### config.mk
export PLATFORM = sky130hd
export DESIGN_NAME = dmc_config
export DESIGN_NICKNAME = d
export VERILOG_FILES = /design/src/core/dmc_pkg.sv /design/src/core/dmc_config.sv /design/src/core/dmc_parity_ram.sv
export VERILOG_INCLUDE_DIRS = /design/src /design/src/core
export SDC_FILE = /design/constraint.sdc
export NUM_CORES = 1
export LEC_CHECK = 0
export BUFFER_PORTS_ARGS = -buffer_cell sky130_fd_sc_hd__buf_2
export CAP_MARGIN = 20
export CORE_MARGIN = 5
export CORE_UTILIZATION = 54
export CTS_BUF_LIST = sky130_fd_sc_hd__clkbuf_4 sky130_fd_sc_hd__clkbuf_8 sky130_fd_sc_hd__clkbuf_16
export DETAILED_ROUTE_END_ITERATION = 10
export PLACE_DENSITY = 0.79
export SLEW_MARGIN = 20
export SYNTH_ARGS = -nofsm -noshare
export SYNTH_HDL_FRONTEND = slang
export SYNTH_SLANG_ARGS = --single-unit
### constraint.sdc
create_clock -name ref_clk -period 2.6 [get_ports ref_clk]
set_clock_uncertainty 0.2 [all_clocks]
set_input_delay 0.52 -clock ref_clk [delete_from_list [all_inputs] [get_ports ref_clk]]
set_output_delay 0.52 -clock ref_clk [all_outputs]
set_load 0.005 [all_outputs]
### src/core/dmc_defs.svh
// constants for the device mode configuration register block
// assumes a pci config port with dword address and byte enables
`ifndef DMC_DEFS_SVH
`define DMC_DEFS_SVH
`define DMC_CFG_DWORD 6'h10
`define DMC_RESET_VALUE 8'h00
`define DMC_BIT_SPARE 7
`define DMC_BIT_PLAIN_RD 6
`define DMC_BIT_SLOW_CYC 5
`define DMC_BIT_EXT_PAR 4
`define DMC_BIT_PAR_INV 3
`define DMC_BIT_DAC 2
`define DMC_BIT_TERM_POL 1
`define DMC_BIT_DIFF_NEG 0
`define DMC_BYTE_LANE 0
`define DMC_RAMPS_LANE 1
`define DMC_RAMPS_BIT 9
`define DMC_CMD_MRD 4'h6
`define DMC_CMD_MRL 4'hE
`define DMC_CMD_MRM 4'hC
`define DMC_XFER_LAST 2'h1
`define DMC_XFER_NONE 2'h0
`define DMC_CMD_IDLE 4'h0
`define DMC_RDATA_IDLE 32'h0000_0000
`define DMC_SYNC_CLEAR 3'h0
`define DMC_BYTE_CLEAR 8'h00
`endif

### src/core/dmc_pkg.sv
// types for the device mode configuration block
// assumes dmc_defs.svh is on the include path
package dmc_pkg;
  typedef enum logic [2:0] {
    DMC_REL_IDLE = 3'b001,
    DMC_REL_NEXT = 3'b010,
    DMC_REL_LINE = 3'b100
  } dmc_rel_t;
  typedef logic [7:0] dmc_byte_t;
endpackage : dmc_pkg

### src/core/dmc_config.sv
// device mode configuration register and the logic it steers
// assumes cfg port, master and sram sequencer all on ref_clk
`timescale 1ns/1ps
`include "dmc_defs.svh"
module dmc_config (
  input wire logic ref_clk,
  input wire logic sys_rst,
  input wire logic cfg_wr,
  input wire logic cfg_rd,
  input wire logic [5:0] cfg_dword,
  input wire logic [3:0] cfg_be,
  input wire logic [31:0] cfg_wdata,
  output logic [31:0] cfg_rdata,
  input wire logic soft_chip_reset,
  input wire logic ext_ram_present_pin_n,
  input wire logic [3:0] mst_cmd_req,
  input wire logic mst_burst_active,
  input wire logic mst_data_xfer,
  input wire logic mst_line_end,
  input wire logic latency_timer_expired,
  input wire logic gnt_n,
  input wire logic [31:0] high_addr_page,
  output logic [3:0] mst_cmd_out,
  output logic mst_release,
  output logic mst_use_dac,
  output logic ext_block_slow_cycle,
  input wire logic ext_sram_rd_valid,
  input wire logic [8:0] ext_sram_rd_data,
  output logic ext_parity_err,
  input wire logic ram_wr,
  input wire logic [3:0] ram_wr_addr,
  input wire logic [7:0] ram_wr_data,
  input wire logic ram_rd,
  input wire logic [3:0] ram_rd_addr,
  output logic [7:0] ram_rd_data,
  output logic ram_parity_err,
  input wire logic term_power_on,
  output logic term_power_ctl_out,
  output logic diff_active_negation_en,
  output logic spare_config_bit
);
  import dmc_pkg::*;

  // ----------------------------------------
  // configuration register
  // ----------------------------------------
  dmc_byte_t device_mode_config;
  dmc_rel_t rel_state;
  dmc_rel_t next_rel_state;
  wire cfg_hit = cfg_dword == `DMC_CFG_DWORD;
  wire cfg_lane_wr = cfg_wr && cfg_hit && cfg_be[`DMC_BYTE_LANE];
  wire [7:0] cfg_lane_data = cfg_wdata[7:0];

  // soft_chip_reset deliberately unused here: only bus reset clears it
  always_ff @(posedge ref_clk) begin
    if (sys_rst) begin
      device_mode_config <= `DMC_RESET_VALUE;
    end else if (cfg_lane_wr) begin
      device_mode_config <= cfg_lane_data;
    end
  end

  wire plain_read_cmd_enable = device_mode_config[`DMC_BIT_PLAIN_RD];
  wire ext_block_parity_check_en = device_mode_config[`DMC_BIT_EXT_PAR];
  wire parity_invert_test = device_mode_config[`DMC_BIT_PAR_INV];
  wire dual_addr_enable = device_mode_config[`DMC_BIT_DAC];
  wire term_power_polarity = device_mode_config[`DMC_BIT_TERM_POL];

  // ----------------------------------------
  // ram present strap, three-stage sync
  // ----------------------------------------
  logic [2:0] ramps_sync;
  logic ext_ram_present;
  wire ramps_agree = ramps_sync[1] == ramps_sync[2];
  always_ff @(posedge ref_clk) begin
    if (sys_rst) begin
      ramps_sync <= `DMC_SYNC_CLEAR;
    end else begin
      ramps_sync <= {ramps_sync[1:0], ~ext_ram_present_pin_n};
    end
  end
  // latched only once stages two and three agree, so a glitch never shows
  always_ff @(posedge ref_clk) begin
    if (sys_rst) begin
      ext_ram_present <= 1'b0;
    end else if (ramps_agree) begin
      ext_ram_present <= ramps_sync[2];
    end
  end

  // ----------------------------------------
  // config read
  // ----------------------------------------
  // a miss reads zero, so the data lines never carry stale bits
  wire cfg_rd_hit = cfg_rd && cfg_hit;
  wire [31:0] rd_word = {22'h0, ext_ram_present, 1'b0, device_mode_config};
  wire [31:0] next_cfg_rdata = cfg_rd_hit ? rd_word : `DMC_RDATA_IDLE;
  always_ff @(posedge ref_clk) begin
    if (sys_rst) begin
      cfg_rdata <= `DMC_RDATA_IDLE;
    end else begin
      cfg_rdata <= next_cfg_rdata;
    end
  end

  // ----------------------------------------
  // master command and bus release
  // ----------------------------------------
  wire is_plain_rd = mst_cmd_req == `DMC_CMD_MRD;
  wire is_line_rd = (mst_cmd_req == `DMC_CMD_MRL) || (mst_cmd_req == `DMC_CMD_MRM);
  // plain read promoted to read-line when disabled; line read is the safe superset
  wire [3:0] next_cmd = (is_plain_rd && !plain_read_cmd_enable) ? `DMC_CMD_MRL
                        : mst_cmd_req;
  wire release_cond = latency_timer_expired && gnt_n && mst_burst_active;
  wire page_nonzero = |high_addr_page;
  logic burst_is_line;
  wire next_burst_is_line = is_line_rd || (is_plain_rd && !plain_read_cmd_enable);

  always_ff @(posedge ref_clk) begin
    if (sys_rst) begin
      burst_is_line <= 1'b0;
    end else if (!mst_burst_active) begin
      burst_is_line <= next_burst_is_line;
    end
  end

  // ----------------------------------------
  // bus release state machine
  // ----------------------------------------
  always_comb begin
    next_rel_state = rel_state;
    case (rel_state)
      DMC_REL_IDLE: begin
        if (release_cond && burst_is_line) begin
          next_rel_state = plain_read_cmd_enable ? DMC_REL_NEXT : DMC_REL_LINE;
        end
      end
      DMC_REL_NEXT: begin
        if (!mst_burst_active) begin
          next_rel_state = DMC_REL_IDLE;
        end
      end
      DMC_REL_LINE: begin
        if (!mst_burst_active) begin
          next_rel_state = DMC_REL_IDLE;
        end
      end
      default: begin
        next_rel_state = DMC_REL_IDLE;
      end
    endcase
  end

  // counts the current and the next transfer once release is armed
  logic [1:0] xfer_cnt;
  wire rel_next_done = (rel_state == DMC_REL_NEXT) && mst_data_xfer
                       && (xfer_cnt == `DMC_XFER_LAST);
  wire rel_line_done = (rel_state == DMC_REL_LINE) && mst_data_xfer && mst_line_end;
  wire [1:0] next_xfer_cnt = (rel_state == DMC_REL_NEXT) ? xfer_cnt + {1'b0, mst_data_xfer}
                             : `DMC_XFER_NONE;
  wire next_mst_release = rel_next_done || rel_line_done;
  wire next_mst_use_dac = dual_addr_enable && page_nonzero;

  // ----------------------------------------
  // master registers
  // ----------------------------------------
  always_ff @(posedge ref_clk) begin
    if (sys_rst) begin
      rel_state <= DMC_REL_IDLE;
    end else begin
      rel_state <= next_rel_state;
    end
  end

  always_ff @(posedge ref_clk) begin
    if (sys_rst) begin
      xfer_cnt <= `DMC_XFER_NONE;
    end else begin
      xfer_cnt <= next_xfer_cnt;
    end
  end

  always_ff @(posedge ref_clk) begin
    if (sys_rst) begin
      mst_release <= 1'b0;
    end else begin
      mst_release <= next_mst_release;
    end
  end

  always_ff @(posedge ref_clk) begin
    if (sys_rst) begin
      mst_cmd_out <= `DMC_CMD_IDLE;
    end else begin
      mst_cmd_out <= next_cmd;
    end
  end

  always_ff @(posedge ref_clk) begin
    if (sys_rst) begin
      mst_use_dac <= 1'b0;
    end else begin
      mst_use_dac <= next_mst_use_dac;
    end
  end

  // ----------------------------------------
  // pad and sram mode outputs
  // ----------------------------------------
  wire next_slow_cycle = device_mode_config[`DMC_BIT_SLOW_CYC];
  wire next_diff_neg = device_mode_config[`DMC_BIT_DIFF_NEG];
  wire next_spare_bit = device_mode_config[`DMC_BIT_SPARE];
  // xor keeps the pin at the inactive level of either polarity when off
  wire next_term_ctl = term_power_on ^ term_power_polarity;

  always_ff @(posedge ref_clk) begin
    if (sys_rst) begin
      ext_block_slow_cycle <= 1'b0;
    end else begin
      ext_block_slow_cycle <= next_slow_cycle;
    end
  end

  always_ff @(posedge ref_clk) begin
    if (sys_rst) begin
      diff_active_negation_en <= 1'b0;
    end else begin
      diff_active_negation_en <= next_diff_neg;
    end
  end

  always_ff @(posedge ref_clk) begin
    if (sys_rst) begin
      spare_config_bit <= 1'b0;
    end else begin
      spare_config_bit <= next_spare_bit;
    end
  end

  always_ff @(posedge ref_clk) begin
    if (sys_rst) begin
      term_power_ctl_out <= 1'b0;
    end else begin
      term_power_ctl_out <= next_term_ctl;
    end
  end

  // ----------------------------------------
  // external sram parity check
  // ----------------------------------------
  // an 8-bit part has no ninth bit; software must leave checking off for it
  wire ext_odd_ok = ^ext_sram_rd_data;
  wire next_ext_parity_err = ext_sram_rd_valid && ext_block_parity_check_en
                             && ext_ram_present && !ext_odd_ok;
  always_ff @(posedge ref_clk) begin
    if (sys_rst) begin
      ext_parity_err <= 1'b0;
    end else begin
      ext_parity_err <= next_ext_parity_err;
    end
  end

  // ----------------------------------------
  // internal byte store with parity
  // ----------------------------------------
  // stored parity is undefined until written once after power-up
  wire gen_par = ~(^ram_wr_data) ^ parity_invert_test;
  logic [8:0] ram_q;
  logic rd_pending;

  dmc_parity_ram u_ram (
    .ref_clk(ref_clk),
    .wr_en(ram_wr),
    .wr_addr(ram_wr_addr),
    .wr_data({gen_par, ram_wr_data}),
    .rd_addr(ram_rd_addr),
    .rd_data(ram_q)
  );

  wire [7:0] next_ram_rd_data = rd_pending ? ram_q[7:0] : ram_rd_data;
  wire next_ram_parity_err = rd_pending && !(^ram_q);

  always_ff @(posedge ref_clk) begin
    if (sys_rst) begin
      rd_pending <= 1'b0;
    end else begin
      rd_pending <= ram_rd;
    end
  end

  always_ff @(posedge ref_clk) begin
    if (sys_rst) begin
      ram_rd_data <= `DMC_BYTE_CLEAR;
    end else begin
      ram_rd_data <= next_ram_rd_data;
    end
  end

  always_ff @(posedge ref_clk) begin
    if (sys_rst) begin
      ram_parity_err <= 1'b0;
    end else begin
      ram_parity_err <= next_ram_parity_err;
    end
  end
endmodule : dmc_config

### src/core/dmc_parity_ram.sv
// small byte memory with a stored parity bit per byte
// assumes writer and reader sit on ref_clk
`timescale 1ns/1ps
module dmc_parity_ram (
  input wire logic ref_clk,
  input wire logic wr_en,
  input wire logic [3:0] wr_addr,
  input wire logic [8:0] wr_data,
  input wire logic [3:0] rd_addr,
  output logic [8:0] rd_data
);
  logic [8:0] mem [0:15];
  always_ff @(posedge ref_clk) begin
    if (wr_en) begin
      mem[wr_addr] <= wr_data;
    end
    rd_data <= mem[rd_addr];
  end
endmodule : dmc_parity_ram

==> flow_summary.html <==
<table>
<tr><th>Metric</th><th>Value</th></tr>
<tr><th colspan="2">Layout</th></tr>
<tr><td>Post-Layout Cell Count</td><td>819</td></tr>
<tr><td>Post-route cell area</td><td>9462 sq um</td></tr>
<tr><td>Ratio of cells with drive above 1 in the final layout</td><td>0.3150</td></tr>
<tr><td>Leading cell types in the layout, fill and taps excluded</td><td>edfxtp_1, buf_2, dfxtp_1, buf_4, nor2_1</td></tr>
<tr><td>Commonest non-fill, non-tap cell in the layout</td><td>edfxtp_1</td></tr>
<tr><td>Final Net Count</td><td>740</td></tr>
<tr><td>Area delta synth-&gt;final</td><td>18.51%</td></tr>
<tr><td>ANT cells</td><td>0</td></tr>
<tr><th colspan="2">Timing</th></tr>
<tr><td>Max-slew headroom</td><td>0.5374</td></tr>
<tr><td>Upper clock frequency limit</td><td>541.1 MHz</td></tr>
<tr><td>Final setup vio count</td><td>0</td></tr>
<tr><td>Worst Max-Slew Pin Slew</td><td>690.6 ps</td></tr>
<tr><td>Period utilization</td><td>0.7109</td></tr>
<tr><td>Number of failing hold endpoints at the final stage</td><td>0</td></tr>
<tr><td>Hold WS</td><td>49.09 ps</td></tr>
<tr><td>Setup TNS after final layout</td><td>0 ps</td></tr>
<tr><td>Final critical delay including setup and external delays</td><td>1848 ps</td></tr>
<tr><td>RSZ-0062 raised after global routing</td><td>false</td></tr>
<tr><td>Max-slew violation total from the final report</td><td>0</td></tr>
<tr><th colspan="2">Critical path</th></tr>
<tr><td>Critical path, cell by cell</td><td>buf_2, xor2_1, xnor3_1, xnor2_2</td></tr>
<tr><td>Element type at the critical path end</td><td>register</td></tr>
<tr><td>Cell with the biggest individual delay on the critical path</td><td>xnor2_2</td></tr>
<tr><td>Worst setup path start</td><td>ram_wr_data[3]</td></tr>
<tr><td>Arrival time at the worst endpoint</td><td>1840 ps</td></tr>
<tr><td>Startpoint of the worst-slack reg-to-reg timing path</td><td>rel_state[0]</td></tr>
<tr><td>Worst path required time</td><td>2590 ps</td></tr>
<tr><td>Startpoint kind of the worst setup timing path</td><td>input port</td></tr>
<tr><td>Max incr delay on CP</td><td>590 ps</td></tr>
<tr><td>Crit Path Class</td><td>input port to register</td></tr>
<tr><td>Largest driver fanout on the critical path</td><td>16</td></tr>
<tr><th colspan="2">Floorplan</th></tr>
<tr><td># IOs</td><td>170</td></tr>
<tr><td>Die width</td><td>131.6 microns</td></tr>
<tr><td>Overall die height</td><td>131.6 microns</td></tr>
<tr><td>Placeable core region</td><td>14530 sq um</td></tr>
<tr><td>Initial Util</td><td>0.5493</td></tr>
<tr><td>Total number of placement rows</td><td>44</td></tr>
<tr><td>Area of the die</td><td>17320 sq um</td></tr>
<tr><th colspan="2">Placed design</th></tr>
<tr><td>HPWL after detailed placement</td><td>11100 microns</td></tr>
<tr><td>Global placement routability congestion</td><td>0.8251</td></tr>
<tr><td>Total placed instance area</td><td>8820 sq um</td></tr>
<tr><td>Dpl cells</td><td>782</td></tr>
<tr><td>Count of buffers from port buffering</td><td>118</td></tr>
<tr><th colspan="2">Status</th></tr>
<tr><td>Status</td><td>finished, final reports clean</td></tr>
<tr><th colspan="2">Detailed routing</th></tr>
<tr><td>Number of vias after detailed routing</td><td>4554</td></tr>
<tr><td>Antenna Nets Post-Route</td><td>0</td></tr>
<tr><td>Detailed-route DRC error count</td><td>0</td></tr>
<tr><td>Number of vias per cell</td><td>5.560</td></tr>
<tr><td>Number of search-and-repair iterations in the first detailed-routing pass</td><td>5</td></tr>
<tr><td>DRC violation total after the first TritonRoute iteration</td><td>382</td></tr>
<tr><td>Detailed-route wire length</td><td>16120 microns</td></tr>
<tr><td>Post-detailed-route wirelength per cell</td><td>19.69 microns</td></tr>
<tr><th colspan="2">Logic synthesis</th></tr>
<tr><td>Synthesis Warnings</td><td>0</td></tr>
<tr><td>Post-synthesis sequential element count</td><td>201</td></tr>
<tr><td>Number of distinct library cells after synthesis</td><td>56</td></tr>
<tr><td>Number of instances in the synthesized netlist</td><td>471</td></tr>
<tr><td>Fraction of synthesis flops using an asynchronous set or reset pin</td><td>0</td></tr>
<tr><td>Average instance area after synthesis</td><td>16.95 sq um</td></tr>
<tr><td>Number of enable-type register cells in the synthesized netlist</td><td>144</td></tr>
<tr><td>Post-synthesis sequential area ratio</td><td>0.6845</td></tr>
<tr><td>Post-Syn Area</td><td>7984 sq um</td></tr>
<tr><td>Prevailing post-synth register cell</td><td>edfxtp_1</td></tr>
<tr><th colspan="2">CTS</th></tr>
<tr><td>TritonCTS Buffers</td><td>20</td></tr>
<tr><td>Number of sinks driven by the clock tree</td><td>201</td></tr>
<tr><td>Clock tree from TritonCTS</td><td>yes</td></tr>
<tr><td>Number of levels in the clock H-tree</td><td>1</td></tr>
<tr><td>Clock latency reported for the late side of the worst-skew pair</td><td>490 ps</td></tr>
<tr><td>Maximum count of clock buffers along a single path</td><td>3</td></tr>
<tr><td>Buffers inserted during post-CTS setup optimization</td><td>0</td></tr>
<tr><td>Clock transition at the register clock pins on the worst setup and hold paths after CTS</td><td>60 ps</td></tr>
<tr><td>Clock Tree Root</td><td>clkbuf_16</td></tr>
<tr><th colspan="2">Global routing</th></tr>
<tr><td>Global-route wire length before repair</td><td>25940 microns</td></tr>
<tr><td>Antenna violations before repair</td><td>0</td></tr>
<tr><td>Total global-route track usage</td><td>0.1853</td></tr>
<tr><td>Global route overflow</td><td>0</td></tr>
<tr><td>Largest net degree at the start of global routing</td><td>37</td></tr>
<tr><td>Vias in the first global route</td><td>4737</td></tr>
<tr><th colspan="2">Power</th></tr>
<tr><td>Worst IR Drop VDD</td><td>0.0006253 V</td></tr>
<tr><td>Leak</td><td>3.590 nW</td></tr>
<tr><td>Power per standard cell area</td><td>718.3 nW/um^2</td></tr>
<tr><th colspan="2">Flow run</th></tr>
<tr><td>Max Cap Viol</td><td>0</td></tr>
<tr><th colspan="2">Hold path</th></tr>
<tr><td>Worst hold path type</td><td>input port to register</td></tr>
<tr><td>Hold_sp</td><td>ram_rd</td></tr>
</table>
[cells by family after synthesis]
kind of cell             share of synthesized area
AO/OA/AOI/OAI                              0.03855
XOR/XNOR                                   0.02977
adder cells (fa/ha/maj)                   0.001567
buffers and inverters                      0.04122
flip-flops                                  0.6845
multiplexers                                0.1235
other                                    0.0004697
AND/OR/NAND/NOR                            0.08040
[cell usage after synthesis (4+ instances only)]
master / number / area [sq um]
and2_1: 10 / 62.56
buf_2: 4 / 20.02
a21oi_1: 11 / 55.05
mux4_2: 16 / 360.4
xor2_1: 4 / 35.03
mux2i_1: 10 / 100.1
nor3_1: 4 / 20.02
buf_4: 24 / 180.2
mux4_1: 20 / 525.5
nand2_1: 17 / 63.81
nand4_1: 10 / 62.56
edfxtp_1: 144 / 4324
dfxtp_1: 57 / 1141
nor2_1: 27 / 101.4
xnor2_1: 10 / 87.58
a22oi_1: 18 / 135.1
clkbuf_1: 6 / 22.52
nor4_1: 8 / 50.05
nor2b_1: 11 / 68.82
o31ai_1: 8 / 60.06
[final timing paths]
| path | cells after the start | slack, ps | endpoint |
|---|---|---|---|
| max | 4 | 750 | u_ram.mem[3][8] |
| min | 2 | 50 | rd_pending |
| min reg2reg | 2 | 250 | ext_ram_present |
| max reg2reg | 3 | 940 | rel_state[1] |
[routing by layer]
| metal | global-route usage | vias to the layer above | part of all wire | wire (microns) |
|---|---|---|---|---|
| li1 | - | 2111 | - | - |
| met1 | 0.2530 | 2217 | 0.40 | 6495 |
| met2 | 0.3118 | 196 | 0.49 | 7941 |
| met3 | 0.04090 | 30 | 0.088 | 1413 |
| met4 | 0.03600 | 0 | 0.017 | 273 |
| met5 | 0 | - | 0 | 0 |
[worst max-delay path: cells and delay by family]
kind	cells	cell delay, ps
xor+xnor	3	1210
buf+inv	1	110
[power breakdown]
part | internal [W] | total (W) | switching, W
logic | 0.000246 | 0.000502 | 0.000256
registers | 0.00354 | 0.00358 | 0.0000336
clock network | 0.00159 | 0.00272 | 0.00113
[per-stage QoR]
stage,setup WS [ps],util,power [W]
global route,649.6,0.6510,0.007030
finish,751.8,0.6510,0.006796
global placement,30.53,0.6068,0.004114
CTS,365.2,0.6505,0.006862
detailed placement,-149.0,0.6068,0.004141
floorplan,316.9,-,0.003953
[layout make-up]
cell class / instances / area, sq um
Clock buffer: 23 / 540.5
Clock inverter: 13 / 83.83
Fill cell: 1014 / 5072
Inverter: 3 / 11.26
Multi-Input combinational cell: 246 / 2280
Sequential cell: 201 / 5465
Tap cell: 184 / 230.2
Timing Repair Buffer: 149 / 850.8
[state kept, by name, indices dropped and copies added, names as in the netlist, 2 cells and up]
name / flops
u_ram.mem: 144
cfg_rdata: 9
u_ram.rd_data: 9
device_mode_config: 8
ram_rd_data: 8
mst_cmd_out: 4
ramps_sync: 3
rel_state: 3
xfer_cnt: 2
[repair_timing]
| item | in CTS | in global routing |
|---|---|---|
| hold buffers | 1 | 0 |
| resized for setup | 0 | 0 |
| hold endpoints to repair | 1 | 0 |
Power figures use the tool's default switching activity.
